--- src/design/parallel_ports_pkg.sv ---
// register map, field layout and reset values of the parallel ports
`default_nettype none
package parallel_ports_pkg;
    localparam logic [31:0] RED_LIGHT_BASE      = 32'h1000_0000;
    localparam logic [31:0] GREEN_LIGHT_BASE    = 32'h1000_0010;
    localparam logic [31:0] LOW_DIGITS_BASE     = 32'h1000_0020;
    localparam logic [31:0] HIGH_DIGITS_BASE    = 32'h1000_0030;
    localparam logic [31:0] SLIDER_SWITCH_BASE  = 32'h1000_0040;
    localparam logic [31:0] PUSHBUTTON_BASE     = 32'h1000_0050;
    localparam logic [31:0] HEADER_ONE_BASE     = 32'h1000_0060;
    localparam logic [31:0] HEADER_TWO_BASE     = 32'h1000_0070;
    localparam logic [3:0]  DATA_OFFSET         = 4'h0;
    localparam logic [3:0]  DIRECTION_OFFSET    = 4'h4;
    localparam logic [3:0]  MASK_OFFSET         = 4'h8;
    localparam logic [3:0]  EDGE_OFFSET         = 4'hC;
    localparam int          RED_LIGHT_WIDTH     = 18;
    localparam int          GREEN_LIGHT_WIDTH   = 9;
    localparam int          SLIDER_WIDTH        = 18;
    localparam int          PUSHBUTTON_WIDTH    = 3;
    localparam int          HEADER_WIDTH        = 32;
    localparam int          SEGMENT_COUNT       = 7;
    localparam int          DIGITS_PER_REG      = 4;
    localparam int          DIGIT_COUNT         = 8;
    localparam logic [31:0] LIGHT_RESET         = 32'h0000_0000;
    localparam logic [31:0] DIGIT_RESET         = 32'h0000_0000;
    localparam logic [31:0] DIRECTION_RESET     = 32'h0000_0000;
    localparam logic [31:0] PORT_ADDR_MASK      = 32'hFFFF_FFF0;

    // true when the word address falls in the 16-byte window of a port
    function automatic logic port_hit(input logic [31:0] addr, input logic [31:0] base);
        port_hit = (addr & PORT_ADDR_MASK) == base;
    endfunction
endpackage
`default_nettype wire

--- src/design/output_port.sv ---
// write-only output port: data register driving lights or segments
`timescale 1ns/1ps
`default_nettype none
module output_port #(
    parameter int WIDTH = 32
) (
    input  wire logic              ref_clk,
    input  wire logic              sys_rst,
    input  wire logic              wr_en,
    input  wire logic [31:0]       wr_data,
    output logic      [WIDTH-1:0]  pins
);
    // a word write cannot fill a port wider than 32 bits
    if (WIDTH < 1 || WIDTH > 32) begin : g_bad_width
        $error("output_port width out of range");
    end

    // bits above the port width are dropped on a word write
    wire logic [WIDTH-1:0] data_d = wr_data[WIDTH-1:0];

    always_ff @(posedge ref_clk or posedge sys_rst) begin
        if (sys_rst) begin
            pins <= parallel_ports_pkg::LIGHT_RESET[WIDTH-1:0];
        end else if (wr_en) begin
            pins <= data_d;
        end
    end
endmodule
`default_nettype wire

--- src/design/bidir_port.sv ---
// bidirectional port with data and per-bit direction registers
`timescale 1ns/1ps
`default_nettype none
module bidir_port #(
    parameter int WIDTH = 32
) (
    input  wire logic              ref_clk,
    input  wire logic              sys_rst,
    input  wire logic              data_wr,
    input  wire logic              dir_wr,
    input  wire logic [31:0]       wr_data,
    input  wire logic [WIDTH-1:0]  pin_in,
    output logic      [WIDTH-1:0]  pin_out,
    output logic      [WIDTH-1:0]  pin_oe,
    output logic      [WIDTH-1:0]  data_rd,
    output logic      [WIDTH-1:0]  dir_rd
);
    // data and direction words must fit the 32-bit bus
    if (WIDTH < 1 || WIDTH > 32) begin : g_bad_width
        $error("bidir_port width out of range");
    end

    // direction is as wide as data; 1 drives, 0 listens
    wire logic [WIDTH-1:0] out_d = wr_data[WIDTH-1:0];
    wire logic [WIDTH-1:0] dir_d = wr_data[WIDTH-1:0];

    always_ff @(posedge ref_clk or posedge sys_rst) begin
        if (sys_rst) begin
            pin_out <= '0;
        end else if (data_wr) begin
            pin_out <= out_d;
        end
    end

    always_ff @(posedge ref_clk or posedge sys_rst) begin
        if (sys_rst) begin
            pin_oe <= parallel_ports_pkg::DIRECTION_RESET[WIDTH-1:0];
        end else if (dir_wr) begin
            pin_oe <= dir_d;
        end
    end

    // read: pin value for inputs, written value for outputs
    wire logic [WIDTH-1:0] mixed_d = (pin_in & ~pin_oe) | (pin_out & pin_oe);

    always_ff @(posedge ref_clk or posedge sys_rst) begin
        if (sys_rst) begin
            data_rd <= '0;
            dir_rd  <= '0;
        end else begin
            data_rd <= mixed_d;
            dir_rd  <= pin_oe;
        end
    end
endmodule
`default_nettype wire

--- src/design/parallel_ports.sv ---
// memory-mapped parallel ports for lights, digits, switches, buttons, headers
//
// Overview of operation
// - each port: own base, up to four words
// - outputs take writes, inputs return pins
// - direction bit 1 output, 0 input
// - direction register at base plus four
// - 18-bit red light register at 0x10000000
// - nine-bit green light register at 0x10000010
// - upper bits of light writes ignored
// - two digit registers drive digits 3-0, 7-4
// - 18-bit switch register at 0x10000040
// - pushbutton port: three registers from 0x10000050; only the data word is implemented
// - button bits 3-1 reported, bit 0 zero
// - button zero resets the processor system
// - two header ports at 0x10000060, 0x10000070
// - 32 data bits onto header pins
// - bit 0 top-left pin, then rightward
`timescale 1ns/1ps
`default_nettype none
module parallel_ports #(
    parameter int RED_WIDTH    = parallel_ports_pkg::RED_LIGHT_WIDTH,
    parameter int GREEN_WIDTH  = parallel_ports_pkg::GREEN_LIGHT_WIDTH,
    parameter int SWITCH_WIDTH = parallel_ports_pkg::SLIDER_WIDTH,
    parameter int HEADER_WIDTH = parallel_ports_pkg::HEADER_WIDTH
) (
    input  wire logic                     ref_clk,
    input  wire logic                     sys_rst,
    input  wire logic [31:0]              bus_addr,
    input  wire logic                     bus_write,
    input  wire logic                     bus_read,
    input  wire logic [31:0]              bus_wdata,
    output logic      [31:0]              bus_rdata,
    output logic                          bus_rvalid,
    output logic      [RED_WIDTH-1:0]     red_lights,
    output logic      [GREEN_WIDTH-1:0]   green_lights,
    output logic      [6:0]               digit_segments [8],
    input  wire logic [SWITCH_WIDTH-1:0]  slider_switches,
    input  wire logic [3:0]               pushbuttons,
    output logic                          system_reset_req,
    input  wire logic [HEADER_WIDTH-1:0]  header_one_in,
    output logic      [HEADER_WIDTH-1:0]  header_one_out,
    output logic      [HEADER_WIDTH-1:0]  header_one_oe,
    input  wire logic [HEADER_WIDTH-1:0]  header_two_in,
    output logic      [HEADER_WIDTH-1:0]  header_two_out,
    output logic      [HEADER_WIDTH-1:0]  header_two_oe
);
    // refuse widths that the 32-bit read and write paths cannot carry
    if (RED_WIDTH < 1 || RED_WIDTH > 32) begin : g_bad_red
        $error("red light width out of range");
    end
    if (GREEN_WIDTH < 1 || GREEN_WIDTH > 32) begin : g_bad_green
        $error("green light width out of range");
    end
    if (SWITCH_WIDTH < 1 || SWITCH_WIDTH > 32) begin : g_bad_switch
        $error("switch width out of range");
    end
    if (HEADER_WIDTH < 1 || HEADER_WIDTH > 32) begin : g_bad_header
        $error("header width out of range");
    end

    // address decode: each port owns a 16-byte window of four words
    wire logic [3:0] word_off  = {bus_addr[3:2], 2'b00};
    wire logic       hit_red   = parallel_ports_pkg::port_hit(bus_addr,
                                     parallel_ports_pkg::RED_LIGHT_BASE);
    wire logic       hit_green = parallel_ports_pkg::port_hit(bus_addr,
                                     parallel_ports_pkg::GREEN_LIGHT_BASE);
    wire logic       hit_low   = parallel_ports_pkg::port_hit(bus_addr,
                                     parallel_ports_pkg::LOW_DIGITS_BASE);
    wire logic       hit_high  = parallel_ports_pkg::port_hit(bus_addr,
                                     parallel_ports_pkg::HIGH_DIGITS_BASE);
    wire logic       hit_sw    = parallel_ports_pkg::port_hit(bus_addr,
                                     parallel_ports_pkg::SLIDER_SWITCH_BASE);
    wire logic       hit_key   = parallel_ports_pkg::port_hit(bus_addr,
                                     parallel_ports_pkg::PUSHBUTTON_BASE);
    wire logic       hit_one   = parallel_ports_pkg::port_hit(bus_addr,
                                     parallel_ports_pkg::HEADER_ONE_BASE);
    wire logic       hit_two   = parallel_ports_pkg::port_hit(bus_addr,
                                     parallel_ports_pkg::HEADER_TWO_BASE);
    wire logic       at_data   = word_off == parallel_ports_pkg::DATA_OFFSET;
    wire logic       at_dir    = word_off == parallel_ports_pkg::DIRECTION_OFFSET;

    wire logic wr_red   = bus_write && hit_red && at_data;
    wire logic wr_green = bus_write && hit_green && at_data;
    wire logic wr_low   = bus_write && hit_low && at_data;
    wire logic wr_high  = bus_write && hit_high && at_data;
    wire logic wr_one_d = bus_write && hit_one && at_data;
    wire logic wr_one_r = bus_write && hit_one && at_dir;
    wire logic wr_two_d = bus_write && hit_two && at_data;
    wire logic wr_two_r = bus_write && hit_two && at_dir;

    output_port #(.WIDTH(RED_WIDTH)) u_red (
        .ref_clk (ref_clk),
        .sys_rst (sys_rst),
        .wr_en   (wr_red),
        .wr_data (bus_wdata),
        .pins    (red_lights)
    );

    output_port #(.WIDTH(GREEN_WIDTH)) u_green (
        .ref_clk (ref_clk),
        .sys_rst (sys_rst),
        .wr_en   (wr_green),
        .wr_data (bus_wdata),
        .pins    (green_lights)
    );

    logic [31:0] low_digits_q;
    logic [31:0] high_digits_q;

    output_port #(.WIDTH(32)) u_low (
        .ref_clk (ref_clk),
        .sys_rst (sys_rst),
        .wr_en   (wr_low),
        .wr_data (bus_wdata),
        .pins    (low_digits_q)
    );

    output_port #(.WIDTH(32)) u_high (
        .ref_clk (ref_clk),
        .sys_rst (sys_rst),
        .wr_en   (wr_high),
        .wr_data (bus_wdata),
        .pins    (high_digits_q)
    );

    // digit n takes byte lane n mod 4; bit 7 of each lane is left unused
    function automatic logic [6:0] lane_segments(input logic [31:0] word, input int lane);
        lane_segments = word[8*lane +: parallel_ports_pkg::SEGMENT_COUNT];
    endfunction

    assign digit_segments[0] = lane_segments(low_digits_q, 0);
    assign digit_segments[1] = lane_segments(low_digits_q, 1);
    assign digit_segments[2] = lane_segments(low_digits_q, 2);
    assign digit_segments[3] = lane_segments(low_digits_q, 3);
    assign digit_segments[4] = lane_segments(high_digits_q, 0);
    assign digit_segments[5] = lane_segments(high_digits_q, 1);
    assign digit_segments[6] = lane_segments(high_digits_q, 2);
    assign digit_segments[7] = lane_segments(high_digits_q, 3);

    logic [HEADER_WIDTH-1:0] one_data_rd;
    logic [HEADER_WIDTH-1:0] one_dir_rd;
    logic [HEADER_WIDTH-1:0] two_data_rd;
    logic [HEADER_WIDTH-1:0] two_dir_rd;

    // bit i maps to pin i of the header, counted from top-left rightward
    bidir_port #(.WIDTH(HEADER_WIDTH)) u_one (
        .ref_clk (ref_clk),
        .sys_rst (sys_rst),
        .data_wr (wr_one_d),
        .dir_wr  (wr_one_r),
        .wr_data (bus_wdata),
        .pin_in  (header_one_in),
        .pin_out (header_one_out),
        .pin_oe  (header_one_oe),
        .data_rd (one_data_rd),
        .dir_rd  (one_dir_rd)
    );

    bidir_port #(.WIDTH(HEADER_WIDTH)) u_two (
        .ref_clk (ref_clk),
        .sys_rst (sys_rst),
        .data_wr (wr_two_d),
        .dir_wr  (wr_two_r),
        .wr_data (bus_wdata),
        .pin_in  (header_two_in),
        .pin_out (header_two_out),
        .pin_oe  (header_two_oe),
        .data_rd (two_data_rd),
        .dir_rd  (two_dir_rd)
    );

    // button zero is the reset source, never reported in the data word
    logic [3:0] buttons_q;
    always_ff @(posedge ref_clk or posedge sys_rst) begin
        if (sys_rst) begin
            buttons_q <= 4'h0;
        end else begin
            buttons_q <= {pushbuttons[3:1], 1'b0};
        end
    end

    // button zero held down asks for a reset of the processor system
    always_ff @(posedge ref_clk or posedge sys_rst) begin
        if (sys_rst) begin
            system_reset_req <= 1'b0;
        end else begin
            system_reset_req <= pushbuttons[0];
        end
    end

    logic [SWITCH_WIDTH-1:0] switches_q;
    always_ff @(posedge ref_clk or posedge sys_rst) begin
        if (sys_rst) begin
            switches_q <= '0;
        end else begin
            switches_q <= slider_switches;
        end
    end

    // read select: one source per readable word; the windows never overlap
    wire logic sel_sw    = hit_sw && at_data;
    wire logic sel_key   = hit_key && at_data;
    wire logic sel_one_d = hit_one && at_data;
    wire logic sel_one_r = hit_one && at_dir;
    wire logic sel_two_d = hit_two && at_data;
    wire logic sel_two_r = hit_two && at_dir;

    // sources zero-extended to a word; write-only and unmapped words read as zero
    wire logic [31:0] sw_word    = 32'(switches_q);
    wire logic [31:0] key_word   = 32'(buttons_q);
    wire logic [31:0] one_d_word = 32'(one_data_rd);
    wire logic [31:0] one_r_word = 32'(one_dir_rd);
    wire logic [31:0] two_d_word = 32'(two_data_rd);
    wire logic [31:0] two_r_word = 32'(two_dir_rd);
    wire logic [31:0] rdata_d    = ({32{sel_sw}} & sw_word)
                                 | ({32{sel_key}} & key_word)
                                 | ({32{sel_one_d}} & one_d_word)
                                 | ({32{sel_one_r}} & one_r_word)
                                 | ({32{sel_two_d}} & two_d_word)
                                 | ({32{sel_two_r}} & two_r_word);

    always_ff @(posedge ref_clk or posedge sys_rst) begin
        if (sys_rst) begin
            bus_rdata  <= 32'h0000_0000;
            bus_rvalid <= 1'b0;
        end else begin
            bus_rdata  <= bus_read ? rdata_d : 32'h0000_0000;
            bus_rvalid <= bus_read;
        end
    end
endmodule
`default_nettype wire

--- config.mk ---
export PLATFORM = sky130hd
export DESIGN_NAME = parallel_ports
export DESIGN_NICKNAME = d
export VERILOG_FILES = /design/src/design/parallel_ports_pkg.sv /design/src/design/output_port.sv /design/src/design/bidir_port.sv /design/src/design/parallel_ports.sv
export SDC_FILE = /design/constraint.sdc
export NUM_CORES = 1
export LEC_CHECK = 0
export BUFFER_PORTS_ARGS = -buffer_cell sky130_fd_sc_hd__buf_2
export CORE_MARGIN = 2
export CORE_UTILIZATION = 33
export CTS_BUF_LIST = sky130_fd_sc_hd__clkbuf_4 sky130_fd_sc_hd__clkbuf_8 sky130_fd_sc_hd__clkbuf_16
export CTS_CLUSTER_SIZE = 8
export DETAILED_ROUTE_END_ITERATION = 10
export PLACE_DENSITY_LB_ADDON = 0.08
export SYNTH_ARGS = -nofsm -noshare
export SYNTH_HDL_FRONTEND = slang
export SYNTH_SLANG_ARGS = --single-unit
--- constraint.sdc ---
create_clock -name ref_clk -period 18.9 [get_ports ref_clk]
set_input_delay 3.78 -clock ref_clk [delete_from_list [all_inputs] [get_ports ref_clk]]
set_output_delay 3.78 -clock ref_clk [all_outputs]
set_load 0.02 [all_outputs]
# Word-level counts from Yosys, hierarchy flattened
# Cells that the tools add are included.
word_totals:
  wordCells: 67
  inputBits: 154
  regBits: 400
op_classes:
  bitwise_logic: 19
  n_eq_ne: 9
  n_mux: 1
  n_reduce_logical: 21
ops:
  columns: ["cell", "n"]
  rows:
  - ["AND 32 bit", 8]
  - ["== test 28 x 25 -> 1 bit, second input constant", 8]
  - ["bitwise OR 32 bit", 7]
  - ["inverter 32 bit", 2]
  - ["AND 32 x 18 -> 32 bit", 1]
  - ["AND 32 x 4 -> 32 bit", 1]
  - ["two-way mux 32 bit", 1]
  - ["logical AND 1 bit", 20]
  - ["zero test 4 bit", 1]
  - ["== test 2 x 1 -> 1 bit, second input constant", 1]

# Depth between registers and ports, before layout
depth:
  word_depth: 9
  ltp_mapped: 6
  mapped_depth_nobuf: 4

# By module
# From an unflattened synthesis, not the netlist that was laid out.
unflattened:
  hier_cells: 889
  hier_area_um2: 15788.9
modules_own_cells:
  columns: ["module", "seq_area_each_um2", "area_each_um2", "cells_each", "instances"]
  rows:
  - ["bidir_port", 3203.1, 4655.7, 233, 2]
  - ["output_port (u_high ...)", 800.8, 1348.8, 69, 2]
  - ["parallel_ports", 1376.3, 2678.8, 226, 1]
  - ["output_port (u_red)", 450.4, 725.7, 39, 1]
  - ["output_port (u_green)", 225.2, 375.4, 20, 1]

# Least setup slack after synthesis
# No wires, ideal clock.
synth_path:
  kind: "input to register"
  start: "input bus_addr[2]"
  end: "register u_high.pins[0]"
  t_required_ns: 18.775
  cell_stages: 6
  slack_ns: 13.339
  n_path_buf: 2
  t_arrival_ns: 5.436
  setup_time_ns: 0.125
  cell_sequence: "buf_2 > nor3_1 > nand2_1 > nor4_4 > buf_6 > mux2_4"
synth_between:
  elab_chain_len: 2
synth_rtl:
  columns: ["element", "line", "text"]
  rows:
  - ["from (decl)", "parallel_ports.sv:29", "input wire logic [31:0] bus_addr,"]
  - ["zero test 4 bit", "parallel_ports.sv:80", "wire logic at_data = word_off == parallel_ports_pkg::DATA_OFFSET;"]
  - ["logical AND 1 bit", "parallel_ports.sv:86", "wire logic wr_high = bus_write && hit_high && at_data;"]
  - ["to (signal assigned)", "output_port.sv:23", "pins <= parallel_ports_pkg::LIGHT_RESET[WIDTH-1:0];"]
  - ["to (signal assigned)", "output_port.sv:25", "pins <= data_d;"]
  - ["to (decl)", "output_port.sv:11", "output logic [WIDTH-1:0] pins"]
# No other way between the ends.
# A chain may end at the register's enable or synchronous reset.

# Worst setup path after layout
layout_path:
  start: "input bus_addr[2]"
  end: "register u_one.pin_out[11]"
layout_between:
  elab_chain_len: 2
layout_rtl:
  columns: ["element", "line", "text"]
  rows:
  - ["zero test 4 bit", "parallel_ports.sv:80", null]
  - ["logical AND 1 bit", "parallel_ports.sv:87", "wire logic wr_one_d = bus_write && hit_one && at_data;"]
  - ["to (signal assigned)", "bidir_port.sv:31", "pin_out <= out_d;"]
  - ["to (decl)", "bidir_port.sv:13", "output logic [WIDTH-1:0] pin_out,"]
# No other way between the ends.

==> metrics <==
run status=finished clean; EDFF count, synth=0; Worst R2R End=bus_rdata[2]$_DFF_PP0_; placed cell count=1885; CP Launch Type=primary input; Ys Warns=0; TritonCTS buffer count=55; FF+latch count, synth=394; CP Cell Sequence=buf_2 -> buf_4 -> or3b_1 -> nor2_2 -> nand3_2 -> buf_4 -> mux2_1; CP max stage delay=0.81 ns; end of the critical path=u_one.pin_out[11]$_DFFE_PP0P_; WP data arrival=7.01 ns; Final Core Density=43.0%; final non-filler cell total=1948; CP max FO=53; HPWL Detailed=29600 µm; fmax=153 MHz; Hold WC Path Type=reg -> reg; Max clock buf depth=3; routability cong.=0.753; IO Pins=399; number of global-route vias before repair=9852; Min Hold Slack=0.422 ns; Setup Viol. Count Final=0; post-route ant nets=0; critical path endpoint category=flop; Setup WS post-layout=12.35 ns; Initial DRT Pass Iterations=4; sequential area share after synthesis=66.1%; GRT Overall Usage=18.9%; Post-synth top flop=dfrtp_1; CTS sink count=394; skew final=0.0152 ns; Remaining DRCs=0; die height=217 µm; post-CTS setup buffers=0; IO Port Bufs=396; initial antenna violation count=4; final net count=1504; switching power=388 µW; syn_area_per_cell=16.2 µm²; R2R Setup Slk=17.59 ns; most used cell, CP=buf_4; Net Sw Frac=21.4%; area of the multi-input gates=4860 µm²; Vias per Instance=4.75; Comb power frac=3.9%; Slew headroom=30.0%; P&R area growth vs syn=28.0%; Critical R2R Launch=u_two.data_rd[2]$_DFF_PP0_; crit path from=bus_addr[2]; Critical Path RT=19.35 ns; PostCTS Resize Cnt=0; layout cells sized above 1=58.5%; R2R depth=4; Syn Inst Count=923; dpl ws=11.58 ns; setup TNS=0 ns; peak supply drop=0.0511 mV; clock power share=48.8%; Clock Root Buffer=clkbuf_16; TritonCTS clock tree=yes; clk_lat worst skew=0.58 ns; Core Rows=77; htree depth=2; Starting Density=33.6%; mapped cell area=14900 µm²; post-synthesis async set-or-reset flop share=100%; WL per Instance=22.7 µm; Remaining Overflow, GRT=0; pwr/cell area=94.9 nW/µm²; unrepaired setup endpoints after global routing=false; Int Pwr=1420 µW; Vias=9249; Max-Cap Viols=0; largest net degree at the start of global routing=124; Worst-Margin Slew=1.05 ns; FF/Latch Area=9860 µm²; Final Slew Violations=0; min Tclk post-route=6.55 ns; Reg clk slew, reported paths=0.05 ns; first-pass GRT wire length=65800 µm; Mapped Nets=1077; initial DRC count=431; Netlist cell types=39; Hold Violations, Final=0; Post-CTS Hold Fix Bufs=0; # fillers=4166; Die ar.=46900 µm²; Seq pwr share=47.3%; critical path's slowest cell=nor2_2; Tcrit/Tclk final=34.7%; Die Wd=217 µm; core area=44400 µm²; routed wire length=44200 µm; Pleak=0.0100 µW; critical path type=in -> reg
==> flip-flops by register name (all words and copies together), names as in the netlist, 3 cells and up <==
signal	count
bus_rdata	32
u_one.data_rd	32
u_one.dir_rd	32
u_one.pin_oe	32
u_one.pin_out	32
u_two.data_rd	32
u_two.dir_rd	32
u_two.pin_oe	32
u_two.pin_out	32
u_high.pins	28
u_low.pins	28
switches_q	18
u_red.pins	18
u_green.pins	9
buttons_q	3
==> logic make-up after synthesis <==
| logic type | count (synthesis) | share of synthesized area (%) |
|---|---|---|
| AOI/OAI and AO/OA | 79 | 3.23 |
| DFF | 394 | 66.1 |
| muxes | 312 | 24.8 |
| buffers and inverters | 45 | 1.48 |
| and+or+nand+nor | 93 | 4.38 |
==> worst min path at each step <==
stage | start | to | slack, ns | depth (start not counted)
2_1_floorplan | u_one.data_rd[18]$_DFF_PP0_ | bus_rdata[18]$_DFF_PP0_ | 0.48 | 2
3_5_place_dp | u_two.pin_oe[24]$_DFFE_PP0P_ | u_two.dir_rd[24]$_DFF_PP0_ | 0.42 | 0
6_report | u_one.pin_oe[6]$_DFFE_PP0P_ | u_one.dir_rd[6]$_DFF_PP0_ | 0.42 | 0
5_1_grt | u_one.pin_oe[6]$_DFFE_PP0P_ | u_one.dir_rd[6]$_DFF_PP0_ | 0.44 | 0
3_3_place_gp | u_two.pin_oe[18]$_DFFE_PP0P_ | u_two.dir_rd[18]$_DFF_PP0_ | 0.41 | 0
4_1_cts | u_one.pin_oe[6]$_DFFE_PP0P_ | u_one.dir_rd[6]$_DFF_PP0_ | 0.43 | 0
==> critical path, delay by kind of cell <==
family	cells	cell delay, ns
buffers and inverters	3	0.93
muxes	1	0.36
and+or+nand+nor	3	1.89
==> final cells by class <==
type	instances	share of cell area, %
sequential	394	51.7
multi-input combinational	484	25.5
timing repair buffer	413	11.1
clock buffer	58	7.55
tap	592	3.88
clock inverter	2	0.262
inverter	2	0.0787
antenna	3	0.0393
==> synthesized netlist by cell type, types with 2 or more instances <==
master | n | share of area, %
and3_1 | 12 | 0.50
buf_1 | 4 | 0.10
nor4_1 | 6 | 0.25
mux2i_1 | 3 | 0.20
a21oi_1 | 33 | 1.1
o2bb2ai_1 | 2 | 0.12
nand3b_1 | 4 | 0.20
a22oi_1 | 30 | 1.5
nor2_1 | 6 | 0.15
nor3_1 | 3 | 0.10
and4_1 | 2 | 0.12
clkbuf_1 | 22 | 0.55
nand3_1 | 4 | 0.13
mux2_4 | 49 | 4.9
inv_1 | 2 | 0.050
buf_2 | 11 | 0.37
buf_4 | 2 | 0.10
dfrtp_1 | 394 | 66
nor4bb_1 | 2 | 0.13
and2_1 | 2 | 0.084
nand2_1 | 25 | 0.63
nor3b_1 | 11 | 0.55
o21ai_0 | 13 | 0.44
mux2_2 | 253 | 19
buf_6 | 4 | 0.30
mux2_1 | 7 | 0.53
nor4_4 | 5 | 0.71
==> placed cells by master, fill, tap and decap left out, types with 11 or more instances in the layout <==
cell type  synthesis  routed
buf_4              2      17
a21oi_1           33      33
mux2_4            49      49
clkbuf_16          0      57
a22oi_1           30      30
dfrtp_1          394     394
mux2_2           253     253
and3_1            12      12
nor3b_1           11      11
nand2_1           25      25
buf_2             11     396
o21ai_0           13      13
==> metrics by stage <==
step                      total power [µW]  instance area, µm²
after floorplan                        904               14900
after global placement                 942               17600
after detailed placement               942               17600
after CTS                             1840               19100
after global routing                  1880               19100
final                                 1810               19100
==> layer usage <==
layer | up-vias | share of wire [%] | GRT usage [%]
met1 | 4789 | 43 | 24.8
li1 | 4146 | - | -
met3 | 61 | 5.8 | 4.58
met5 | - | 0.10 | 0
met4 | 8 | 1.7 | 5.14
met2 | 245 | 49 | 31.4
==> power groups by stage <==
stage | clock (µW) | sequential (µW) | combinational, µW
after floorplan | 0 | 871 | 33.1
after global placement | 0 | 870 | 72.1
after detailed placement | 0 | 871 | 72.0
after CTS | 911 | 857 | 72.4
after global routing | 947 | 857 | 78.2
final | 884 | 857 | 69.7
Note: power is estimated with default switching activity, not from simulation.
